$ cat src/bts_defs.vh
`ifndef BTS_DEFS_VH
`define BTS_DEFS_VH
// ********************************************************************
// register byte offsets and decode areas
// ********************************************************************
`define BTS_AW 7
`define BTS_OFS_CTRL 7'h00
`define BTS_OFS_STATUS 7'h04
`define BTS_OFS_RESTART 7'h08
`define BTS_OFS_SETUP 7'h0c
`define BTS_AREA_HI 6
`define BTS_AREA_LO 5
`define BTS_IDX_HI 4
`define BTS_IDX_LO 2
`define BTS_AREA_PRIM 2'h1
`define BTS_AREA_SEC 2'h2
// ********************************************************************
// qualifier word fields
// ********************************************************************
`define BTS_QW 12
`define BTS_Q_MASK 7:0
`define BTS_Q_ARM 8
`define BTS_Q_MODE 11:10
`define BTS_QM_NEVER 2'h0
`define BTS_QM_ANY 2'h1
`define BTS_QM_EXPR 2'h2
`define BTS_Q_NEVER 12'h000
`define BTS_Q_ANY 12'h400
`define BTS_CNT 31:16
`define BTS_CNT_ONE 16'h0001
`define BTS_DEST 18:16
`define BTS_DEST_SET 19
// ********************************************************************
// control and status fields
// ********************************************************************
`define BTS_C_CPLX 0
`define BTS_C_TRIG 6:4
`define BTS_C_ARMSEL 8
`define BTS_C_INIT 16
`define BTS_C_SETUP 17
`define BTS_S_TERM 2:0
`define BTS_S_TRIGD 4
`define BTS_S_ARM 5
`define BTS_RST_TRIG 3'h1
`define BTS_TERM_FIRST 3'h0
`define BTS_TERM_LAST 3'h7
`define BTS_TERM_STEP 3'h1
`endif

$ cat src/bts_sequencer.v
// Contract
// RULE1: always eight terms, each with own primary and secondary qualifier.
// RULE2: easy mode uses one shared restart; complex mode per-term secondaries.
// RULE3: easy mode restart match returns sequencer to term 1 from anywhere.
// RULE4: complex secondary match jumps to programmed destination, any term.
// RULE5: unprogrammed destination defaults to current term plus one.
// RULE6: term 8 default destination is term 8 itself.
// RULE7: primary and secondary on same state: primary branch wins.
// RULE8: otherwise whichever qualifier is met first decides the branch.
// RULE9: secondary branch clears primary occurrence counter, even to same term.
// RULE10: primary satisfied only after programmed occurrence count; default one.
// RULE11: every qualifier offers always-satisfied and never-satisfied settings.
// RULE12: power-up or initialize sets all secondary qualifiers to never.
// RULE13: complex qualifier may OR several pattern matches on one state.
// RULE14: trigger declared on reaching programmable trigger term.
// RULE15: arm from either cross-trigger line usable inside secondary qualifier.
// RULE16: each state that caused a branch carries a branch marker.
// RULE17: arm starts false, latches true on first rising edge of source.
// RULE18: simple trigger setup loads term 1 primary and sets restart never; in complex mode the code sets term 2 secondary never instead.
// RULE19: qualifiers evaluated and term updated once per captured state.
// RULE20: entering a new term clears its occurrence counter.
//
// The address map and register access over Avalon-MM are this design's own decisions.
`timescale 1ns/1ps
`default_nettype none
`include "bts_defs.vh"

module bts_sequencer #(
    parameter NPAT = 8,
    parameter CW = 16
) (
    input wire clk,
    input wire srst,
    input wire ce,
    input wire [6:0] avs_address,
    input wire avs_read,
    input wire avs_write,
    input wire [31:0] avs_writedata,
    input wire [3:0] avs_byteenable,
    output wire [31:0] avs_readdata,
    output wire avs_waitrequest,
    input wire state_valid,
    input wire [NPAT-1:0] pattern_match,
    input wire cross_trigger_line_a,
    input wire cross_trigger_line_b,
    output wire [2:0] cur_term,
    output wire trigger_pulse,
    output wire triggered,
    output wire arm,
    output wire state_out_valid,
    output wire branch_marker
);

// ********************************************************************
// helpers
// ********************************************************************
function [31:0] merge;
    input [31:0] old;
    input [31:0] wd;
    input [3:0] be;
    reg [31:0] m;
    begin
        m = {{8{be[3]}}, {8{be[2]}}, {8{be[1]}}, {8{be[0]}}};
        merge = (old & ~m) | (wd & m);
    end
endfunction

// RULE11: any and never settings
// RULE13: or of pattern matches
function hit;
    input [`BTS_QW-1:0] q;
    input [NPAT-1:0] pm;
    input armv;
    begin
        case (q[`BTS_Q_MODE])
            `BTS_QM_ANY: hit = 1'b1;
            `BTS_QM_EXPR: hit = (|(q[`BTS_Q_MASK] & pm[7:0])) | (q[`BTS_Q_ARM] & armv);
            default: hit = 1'b0;
        endcase
    end
endfunction

// ********************************************************************
// storage
// ********************************************************************
reg [`BTS_QW-1:0] pq_ff [0:7];
reg [CW-1:0] pc_ff [0:7];
reg [`BTS_QW-1:0] sq_ff [0:7];
reg [2:0] sd_ff [0:7];
reg sdv_ff [0:7];
reg [`BTS_QW-1:0] rq_ff;
reg [31:0] setup_ff;
reg cplx_ff;
reg [2:0] trig_term_ff;
reg arm_sel_ff;
reg [2:0] term_ff;
reg [CW-1:0] cnt_ff;
reg trigd_ff;
reg trig_pulse_ff;
reg arm_ff;
reg src_prev_ff;
reg out_valid_ff;
reg mark_ff;
reg ack_ff;
reg [31:0] rdata_ff;
integer i;

// ********************************************************************
// bus decode
// ********************************************************************
wire req = avs_read | avs_write;
wire [1:0] area = avs_address[`BTS_AREA_HI:`BTS_AREA_LO];
wire [2:0] idx = avs_address[`BTS_IDX_HI:`BTS_IDX_LO];
wire wr_go = avs_write & ack_ff & ce;
wire is_ctrl = avs_address == `BTS_OFS_CTRL;
wire is_rst = avs_address == `BTS_OFS_RESTART;
wire is_setup = avs_address == `BTS_OFS_SETUP;
wire is_prim = area == `BTS_AREA_PRIM;
wire is_sec = area == `BTS_AREA_SEC;

reg [31:0] ctrl_rd;
reg [31:0] stat_rd;
reg [31:0] prim_rd;
reg [31:0] sec_rd;
reg [31:0] rd_mux;
always @* begin
    ctrl_rd = 32'h0;
    ctrl_rd[`BTS_C_CPLX] = cplx_ff;
    ctrl_rd[`BTS_C_TRIG] = trig_term_ff;
    ctrl_rd[`BTS_C_ARMSEL] = arm_sel_ff;
    stat_rd = 32'h0;
    stat_rd[`BTS_S_TERM] = term_ff;
    stat_rd[`BTS_S_TRIGD] = trigd_ff;
    stat_rd[`BTS_S_ARM] = arm_ff;
    prim_rd = 32'h0;
    prim_rd[`BTS_QW-1:0] = pq_ff[idx];
    prim_rd[`BTS_CNT] = pc_ff[idx];
    sec_rd = 32'h0;
    sec_rd[`BTS_QW-1:0] = sq_ff[idx];
    sec_rd[`BTS_DEST] = sd_ff[idx];
    sec_rd[`BTS_DEST_SET] = sdv_ff[idx];
    if (is_ctrl) begin
        rd_mux = ctrl_rd;
    end else if (avs_address == `BTS_OFS_STATUS) begin
        rd_mux = stat_rd;
    end else if (is_rst) begin
        rd_mux = {20'h0, rq_ff};
    end else if (is_setup) begin
        rd_mux = setup_ff;
    end else if (is_prim) begin
        rd_mux = prim_rd;
    end else if (is_sec) begin
        rd_mux = sec_rd;
    end else begin
        rd_mux = 32'h0;
    end
end

// one wait state: write taken at the edge where ack_ff is high, read data latched at the edge before
assign avs_waitrequest = req & ~ack_ff;
assign avs_readdata = rdata_ff;

always @(posedge clk) begin
    if (srst) begin
        ack_ff <= 1'b0;
        rdata_ff <= 32'h0;
    end else if (ce) begin
        ack_ff <= req & ~ack_ff;
        if (avs_read & ~ack_ff) begin
            rdata_ff <= rd_mux;
        end
    end
end

// ********************************************************************
// command decode
// ********************************************************************
wire [31:0] ctrl_new = merge(ctrl_rd, avs_writedata, avs_byteenable);
wire [31:0] rst_new = merge({20'h0, rq_ff}, avs_writedata, avs_byteenable);
wire [31:0] prim_new = merge(prim_rd, avs_writedata, avs_byteenable);
wire [31:0] sec_new = merge(sec_rd, avs_writedata, avs_byteenable);
wire init_cmd = wr_go & is_ctrl & ctrl_new[`BTS_C_INIT];
wire setup_cmd = wr_go & is_ctrl & ctrl_new[`BTS_C_SETUP];
wire do_init = srst | init_cmd;

// ********************************************************************
// arm latch
// ********************************************************************
wire arm_src = arm_sel_ff ? cross_trigger_line_b : cross_trigger_line_a;

always @(posedge clk) begin
    if (ce) begin
        src_prev_ff <= arm_src;
        // RULE17: latch on first rise
        if (do_init) begin
            arm_ff <= 1'b0;
        end else if (arm_src & ~src_prev_ff) begin
            arm_ff <= 1'b1;
        end
    end
end

// ********************************************************************
// qualifier evaluation
// ********************************************************************
wire [`BTS_QW-1:0] cur_pq = pq_ff[term_ff];
wire [CW-1:0] cur_pc = pc_ff[term_ff];
wire prim_hit = hit(cur_pq, pattern_match, arm_ff);
// RULE2: shared restart or per-term secondary
// RULE15: arm feeds secondary qualifier
wire sec_hit = cplx_ff ? hit(sq_ff[term_ff], pattern_match, arm_ff)
                       : hit(rq_ff, pattern_match, arm_ff);
wire [CW-1:0] cnt_inc = cnt_ff + {{(CW-1){1'b0}}, 1'b1};
// RULE10: satisfied at programmed count, zero acts as one
wire prim_done = prim_hit & ((cnt_inc >= cur_pc) | (cur_pc == {CW{1'b0}}));

reg [2:0] dflt_dest;
reg [2:0] sec_dest;
always @* begin
    // RULE5: default next term
    // RULE6: term 8 stays
    if (term_ff == `BTS_TERM_LAST) begin
        dflt_dest = `BTS_TERM_LAST;
    end else begin
        dflt_dest = term_ff + `BTS_TERM_STEP;
    end
    // RULE3: easy restart to term 1
    // RULE4: programmed destination
    if (!cplx_ff) begin
        sec_dest = `BTS_TERM_FIRST;
    end else if (sdv_ff[term_ff]) begin
        sec_dest = sd_ff[term_ff];
    end else begin
        sec_dest = dflt_dest;
    end
end

wire prim_dest_is_last = term_ff == `BTS_TERM_LAST;
wire [2:0] prim_dest = prim_dest_is_last ? `BTS_TERM_LAST : term_ff + `BTS_TERM_STEP;

// ********************************************************************
// sequencer
// ********************************************************************
reg [2:0] nxt_term;
reg [CW-1:0] nxt_cnt;
reg nxt_branch;
always @* begin
    nxt_term = term_ff;
    nxt_cnt = cnt_ff;
    nxt_branch = 1'b0;
    // RULE7: primary wins on tie
    // RULE8: first met decides
    if (prim_done) begin
        nxt_term = prim_dest;
        // RULE20: fresh count on entry
        nxt_cnt = {CW{1'b0}};
        nxt_branch = 1'b1;
    end else if (sec_hit) begin
        nxt_term = sec_dest;
        // RULE9: clear occurrence count
        nxt_cnt = {CW{1'b0}};
        nxt_branch = 1'b1;
    end else if (prim_hit) begin
        nxt_cnt = cnt_inc;
    end
end

always @(posedge clk) begin
    if (do_init & ce) begin
        term_ff <= `BTS_TERM_FIRST;
        cnt_ff <= {CW{1'b0}};
        trigd_ff <= 1'b0;
        trig_pulse_ff <= 1'b0;
        out_valid_ff <= 1'b0;
        mark_ff <= 1'b0;
    end else if (ce & setup_cmd) begin
        term_ff <= `BTS_TERM_FIRST;
        cnt_ff <= {CW{1'b0}};
        trigd_ff <= 1'b0;
        trig_pulse_ff <= 1'b0;
        out_valid_ff <= 1'b0;
        mark_ff <= 1'b0;
    end else if (ce) begin
        // RULE19: one step per captured state
        out_valid_ff <= state_valid;
        mark_ff <= state_valid & nxt_branch;
        trig_pulse_ff <= 1'b0;
        if (state_valid) begin
            term_ff <= nxt_term;
            cnt_ff <= nxt_cnt;
            // RULE14: trigger on reaching trigger term
            if (nxt_branch & (nxt_term == trig_term_ff) & ~trigd_ff) begin
                trigd_ff <= 1'b1;
                trig_pulse_ff <= 1'b1;
            end
        end
    end
end

// ********************************************************************
// configuration registers
// ********************************************************************
always @(posedge clk) begin
    if (do_init & ce) begin
        cplx_ff <= 1'b0;
        trig_term_ff <= `BTS_RST_TRIG;
        arm_sel_ff <= 1'b0;
        // RULE12: secondaries never after init
        rq_ff <= `BTS_Q_NEVER;
        setup_ff <= 32'h0;
        for (i = 0; i < 8; i = i + 1) begin
            sq_ff[i] <= `BTS_Q_NEVER;
            sd_ff[i] <= `BTS_TERM_FIRST;
            sdv_ff[i] <= 1'b0;
            pq_ff[i] <= (i == 0) ? `BTS_Q_ANY : `BTS_Q_NEVER;
            pc_ff[i] <= `BTS_CNT_ONE;
        end
    end else if (ce & setup_cmd) begin
        // RULE18: simple trigger setup
        pq_ff[0] <= setup_ff[`BTS_QW-1:0];
        pc_ff[0] <= setup_ff[`BTS_CNT];
        trig_term_ff <= `BTS_RST_TRIG;
        if (cplx_ff) begin
            sq_ff[1] <= `BTS_Q_NEVER;
        end else begin
            rq_ff <= `BTS_Q_NEVER;
        end
    end else if (wr_go) begin
        if (is_ctrl) begin
            cplx_ff <= ctrl_new[`BTS_C_CPLX];
            trig_term_ff <= ctrl_new[`BTS_C_TRIG];
            arm_sel_ff <= ctrl_new[`BTS_C_ARMSEL];
        end
        if (is_rst) begin
            rq_ff <= rst_new[`BTS_QW-1:0];
        end
        if (is_setup) begin
            setup_ff <= merge(setup_ff, avs_writedata, avs_byteenable);
        end
        // RULE1: eight independent terms
        if (is_prim) begin
            pq_ff[idx] <= prim_new[`BTS_QW-1:0];
            pc_ff[idx] <= prim_new[`BTS_CNT];
        end
        if (is_sec) begin
            sq_ff[idx] <= sec_new[`BTS_QW-1:0];
            sd_ff[idx] <= sec_new[`BTS_DEST];
            sdv_ff[idx] <= sec_new[`BTS_DEST_SET];
        end
    end
end

// ********************************************************************
// outputs
// ********************************************************************
assign cur_term = term_ff;
assign triggered = trigd_ff;
assign trigger_pulse = trig_pulse_ff;
assign arm = arm_ff;
assign state_out_valid = out_valid_ff;
// RULE16: branch marker with state
assign branch_marker = mark_ff;

endmodule // bts_sequencer
`default_nettype wire

$ cat config.mk
export PLATFORM = sky130hd
export DESIGN_NAME = bts_sequencer
export DESIGN_NICKNAME = d
export VERILOG_FILES = /design/src/bts_sequencer.v
export VERILOG_INCLUDE_DIRS = /design/src /design/src/src
export SDC_FILE = /design/constraint.sdc
export NUM_CORES = 1
export LEC_CHECK = 0
export BUFFER_PORTS_ARGS = -buffer_cell sky130_fd_sc_hd__buf_2
export CAP_MARGIN = 20
export CORE_MARGIN = 1.5
export CORE_UTILIZATION = 43
export DETAILED_ROUTE_END_ITERATION = 8
export HOLD_SLACK_MARGIN = 0.05
export PLACE_DENSITY = 0.67
export SLEW_MARGIN = 10
export SYNTH_ARGS = -nofsm -noshare
export SYNTH_HDL_FRONTEND = slang
export SYNTH_SLANG_ARGS = --single-unit
$ cat constraint.sdc
create_clock -name clk -period 3.99 [get_ports clk]
set_clock_uncertainty 0.2 [all_clocks]
set_input_delay 0.1995 -clock clk [delete_from_list [all_inputs] [get_ports clk]]
set_output_delay 0.1995 -clock clk [all_outputs]
set_load 0.005 [all_outputs]
Word level (Yosys, flattened, before mapping):

Memory sizes are Yosys's and may differ from the RTL's. A register that Yosys moved wholly into a read port is not among the register bits.
Cells that the tools add are included.

* memory bits (writable): 352
* register bits: 107
* memories: 5
* word-level logic and storage cells: 181
* input port bits: 59
* output and inout port bits: 41

* $lt $le $gt $ge: 1
* add/sub/neg operators: 2
* reduce and logical (&&, ||, !) cells: 24
* equality and inequality tests: 14
* bitwise operators: 45
* mux-type cells: 75

Memories
* pc_ff: words 8, bits a word 16, read ports 2, clocked after memory_dff 1, wr ports 8, line bts_sequencer.v:87 `reg [CW-1:0] pc_ff [0:7];`
* pq_ff: words 8, bits a word 12, read ports 2, clocked after memory_dff 1, wr ports 8, line bts_sequencer.v:86 `` reg [`BTS_QW-1:0] pq_ff [0:7]; ``
* sq_ff: words 8, bits a word 12, read ports 2, clocked after memory_dff 1, wr ports 8, line bts_sequencer.v:88 `` reg [`BTS_QW-1:0] sq_ff [0:7]; ``
* sd_ff: words 8, bits a word 3, read ports 2, clocked after memory_dff 1, wr ports 8, line bts_sequencer.v:89 `reg [2:0] sd_ff [0:7];`
* sdv_ff: words 8, bits a word 1, read ports 2, clocked after memory_dff 1, wr ports 8, line bts_sequencer.v:90 `reg sdv_ff [0:7];`

Operators by type and width (number)
* 32-bit two-way mux: 5
* 32-bit AND: 3
* 12-bit two-way mux: 8
* 16-bit two-way mux: 5
* 32-bit bitwise OR: 2
* 3-bit two-way mux: 21
* 1-bit two-way mux: 32
* 32-bit inverter: 1
* 8-bit AND: 3
* 12-bit OR reduction: 2
* 8-bit OR reduction: 3
* 20-bit AND: 1
* 20-bit two-way mux: 1
* 20-bit bitwise OR: 1
* 9-bit by 18-bit AND with 18-bit output: 1
* 18-bit bitwise OR: 1
* 1-bit AND: 17
* 16-bit by 1-bit adder with 16-bit output (second input constant): 1
* 16-bit greater-or-equal comparator: 1
* 16-bit zero test: 1
* 16-bit OR reduction: 1
* 3-bit AND reduction: 5
* 7-bit by 4-bit equality test with 1-bit output (second input constant): 2
* 12-bit AND: 1
* 18 further kinds: 42

Depth between registers and ports, before layout:

* depth after elaboration: 12
* depth in mapped cells: 19

Worst setup path after synthesis:

Ideal clock, no wire load.

* path kind: register -> register
* start point: register (tool-made name)
* end point: register trig_pulse_ff (netlist: trigger_pulse)
* clock period less this slack: 3.847 ns
* library setup time: 0.134 ns
* setup slack: 0.143 ns
* required time: 3.656 ns
* buffers on the path: 4
* cell stages (with the launch flop): 17
* data arrival time: 3.513 ns
* cells stage by stage: dfxtp_1 > buf_2 > buf_4 > buf_4 > buf_2 > mux4_2 > nand2_1 > and2_1 > inv_1 > ha_1 > a221o_1 > or3_4 > nand2_1 > a31oi_1 > mux2i_4 > mux2i_1 > o32ai_2

RTL lines
* to (signal assigned): line bts_sequencer.v:273 `trig_pulse_ff <= 1'b0;`
* to (signal assigned): line bts_sequencer.v:280 `trig_pulse_ff <= 1'b0;`
* to (signal assigned): line bts_sequencer.v:287 `trig_pulse_ff <= 1'b0;`
* to (decl): line bts_sequencer.v:99 `reg trig_pulse_ff;`

==> impl_results.md <==
* Vias per inst at between 6 and 7
* Peak Freq at 257 MHz
* Startpoint types: flip-flop
* DP HPWL at between 50000 and 60000 um
* Sequential area share after synthesis at 53.9%
* TritonCTS clock tree: done
* Clk root buf: clkbuf_16
* Pwr Density at 394 nW/um^2
* FFs w/ async S/R, synth at 0%
* Max Slew Vio Count at 0
* Vias in the first global route at approximately 18000
* Die width at about 240 um
* Met2 WL at around 36000 um
* Remaining Overflow, GRT at 0
* Worst-margin pin slew at 0.886 ns
* Worst Path Required at approximately 4.3 ns
* Max Used Layer: met5
* Largest net degree at the start of global routing at 100
* Setup TNS at 0 ns
* Syn nets at ~2000
* Clock Latency Late Sink at between 0.6 and 0.7 ns
* RSZ-0062 raised after global routing: no
* # diodes at 0
* Final net count at 2216
* Yosys warnings at 0
* Kind of end point of the critical path: flip-flop
* Final antenna-violating net count at 0
* DR iter-0 viols at between 2000 and 2500
* Site Rows at 85
* Post-Synthesis Cell Area at approximately 24000 um^2
* Area delta synth->final at 18.2%
* # IOs at 100
* DIE AREA at roughly 57000 um^2
* Starting density of the core at 43.8%
* Post-Syn Instances at a little under 2000
* Die Span Y at 238 um
* Layout cells sized above 1 at 25.5%
* Setup violators final at 0
* Syn_area_per_cell at roughly 12 um^2
* Clock slew at the register clock pins of the worst setup and hold paths at around 0.06 ns
* CTS buffer count at 50
* Top FF cell, synth: edfxtp_1
* RePlAce Congestion at about 0.95
* Wire length of the first global-routing pass at between 100000 and 150000 um
* Crit path arrival time at 4.16 ns
* Total power at 0.0110 W
* Maximum root-to-sink buffer count at 3
* Post-layout minimum cycle time at approximately 3.9 ns
* Worst vdd ir at 0.318 mV
* CP max FO at 10
* Slew HR at about two fifths
* Met3 wire len at approximately 8800 um
* Final worst-path cycle share at between 90% and 100%
* Core Box Area at ~54000 um^2
* Hold Fails Final Rpt at 0
* Worst Hold Class: input pin to flip-flop
* Max-cap violations at 0
* DR WL/cell at approximately 27 um
* CTS Sinks at between 400 and 500
* Number of flops mapped to enable cells by yosys at around 350
* H-Tree Level Count at 2
* Via count at about 18000
* # DRC at 0
* #FFs+latches synth at 462
* Routed WL at slightly below 80000 um
* Tot GR Track Use at a little over a quarter
* Leakage power figure at about 10 nW
* DR pass1 iterations at 7
* PortBufs at a little under 100
* Outcome: complete, no violations
* WL met1 at roughly 30000 um
* Antenna violations before repair at 1
* Synth cell types at a little over 70
* Setup CP Type: flip-flop to flip-flop
cell usage in the layout, fill, tap and decap left out, drive strengths merged, types with 50 or more instances in the layout:
cell         count
a21oi           81
buf            234
clkbuf          71
dfxtp          108
dlygate4sd3     59
edfxtp         354
mux2            52
mux2i           50
mux4           172
nand2          156
nand3           53
nor2           383
o21ai           95
registers in the layout, indices dropped and copies added (netlist names), 3 cells and up, named ones only:
name / cells
avs_readdata: 32
pc_ff: 128
rq_ff: 12
cnt_ff: 16
sdv_ff: 8
sq_ff: 96
sd_ff: 24
pq_ff: 96
cur_term: 3
where the power goes:
group	switching [W]	internal (W)
combinational	0.000614	0.000390
sequential	0.0000672	0.00528
clock	0.00196	0.00273
per-stage QoR:
stage | utilization, % | std cells | cell area, um^2 | hold WS (ns) | setup slack [ns]
floorplan | - | 1921 | 23700 | 0.0711 | 0.143
global placement | 47.4 | 2709 | 25600 | 0.240 | -0.107
detailed placement | 47.4 | 2709 | 25600 | 0.245 | -0.197
CTS | 51.5 | 2862 | 27900 | 0.0583 | 0.0000200
global route | 51.8 | 2871 | 28100 | 0.123 | 0.00183
finish | 51.8 | 2871 | 28100 | 0.0904 | 0.100
timing repair:
item	in CTS	in global routing
gates resized for setup	7	13
hold buffers	59	0
pin swaps	0	2
setup endpoints to repair	17	13
endpoints found under the hold margin	190	0
gates cloned	0	1
setup buffers	0	8
final timing paths:
| path | cells after the start | from | slack, ns | endpoint |
|---|---|---|---|---|
| setup reg to reg | 15 | flip-flop | 0.10 | trigger_pulse |
| hold / removal | 4 | avs_address[3] | 0.09 | pc_ff[0][0] |
| setup / recovery | 15 | flip-flop | 0.10 | trigger_pulse |
| hold reg to reg | 2 | avs_readdata[15] | 0.25 | avs_readdata[15] |
synthesized netlist by cell type, types with 26 or more instances:
library cell    n  area [um^2]
mux2_2         52          586
mux4_2        162         3650
clkbuf_1       73          274
nor2_1        382         1430
mux2i_1        49          490
dfxtp_1       108         2160
a21oi_1        81          405
o21ai_0        57          285
edfxtp_1      354        10600
nor2b_1        26          163
nand3_1        53          265
buf_2          34          170
o21ai_1        37          185
a22oi_1        39          293
nand2_1       155          582
area by class of cell:
| type | instances | area, um^2 |
|---|---|---|
| fill | 4556 | 26100 |
| sequential | 462 | 12800 |
| multi-input combinational | 1307 | 10400 |
| timing repair buffer | 294 | 2300 |
| clock buffer | 70 | 1380 |
| tap | 696 | 871 |
| clock inverter | 24 | 263 |
| inverter | 18 | 67.6 |
critical path, stage by stage, from the launching register on:
cell	delay, ns
dfxtp_4	0.45
buf_4	0.15
mux4_2	0.52
mux2i_2	0.22
ha_1	0.28
a21o_1	0.19
a21oi_1	0.15
nor2b_1	0.07
a2111oi_2	0.31
buf_4	0.18
o2111ai_4	0.17
buf_4	0.19
a211o_1	0.29
o311a_1	0.13
o311ai_1	0.14
o32ai_2	0.12
per-layer routing:
layer,GRT usage (%),up-vias
met3,4.99,181
li1,-,7663
met1,37.5,9016
met4,10.1,2
met2,42.8,1247
met5,0.952,-
logic make-up after synthesis:
logic type	share of synthesized area, %
simple gates	12.9
flops	53.9
compound gates	7.42
mux	21.1
buf+inv	2.84
fa+ha+maj	1.27
xor+xnor	0.554
No activity file was read; power rests on OpenSTA's default activity.
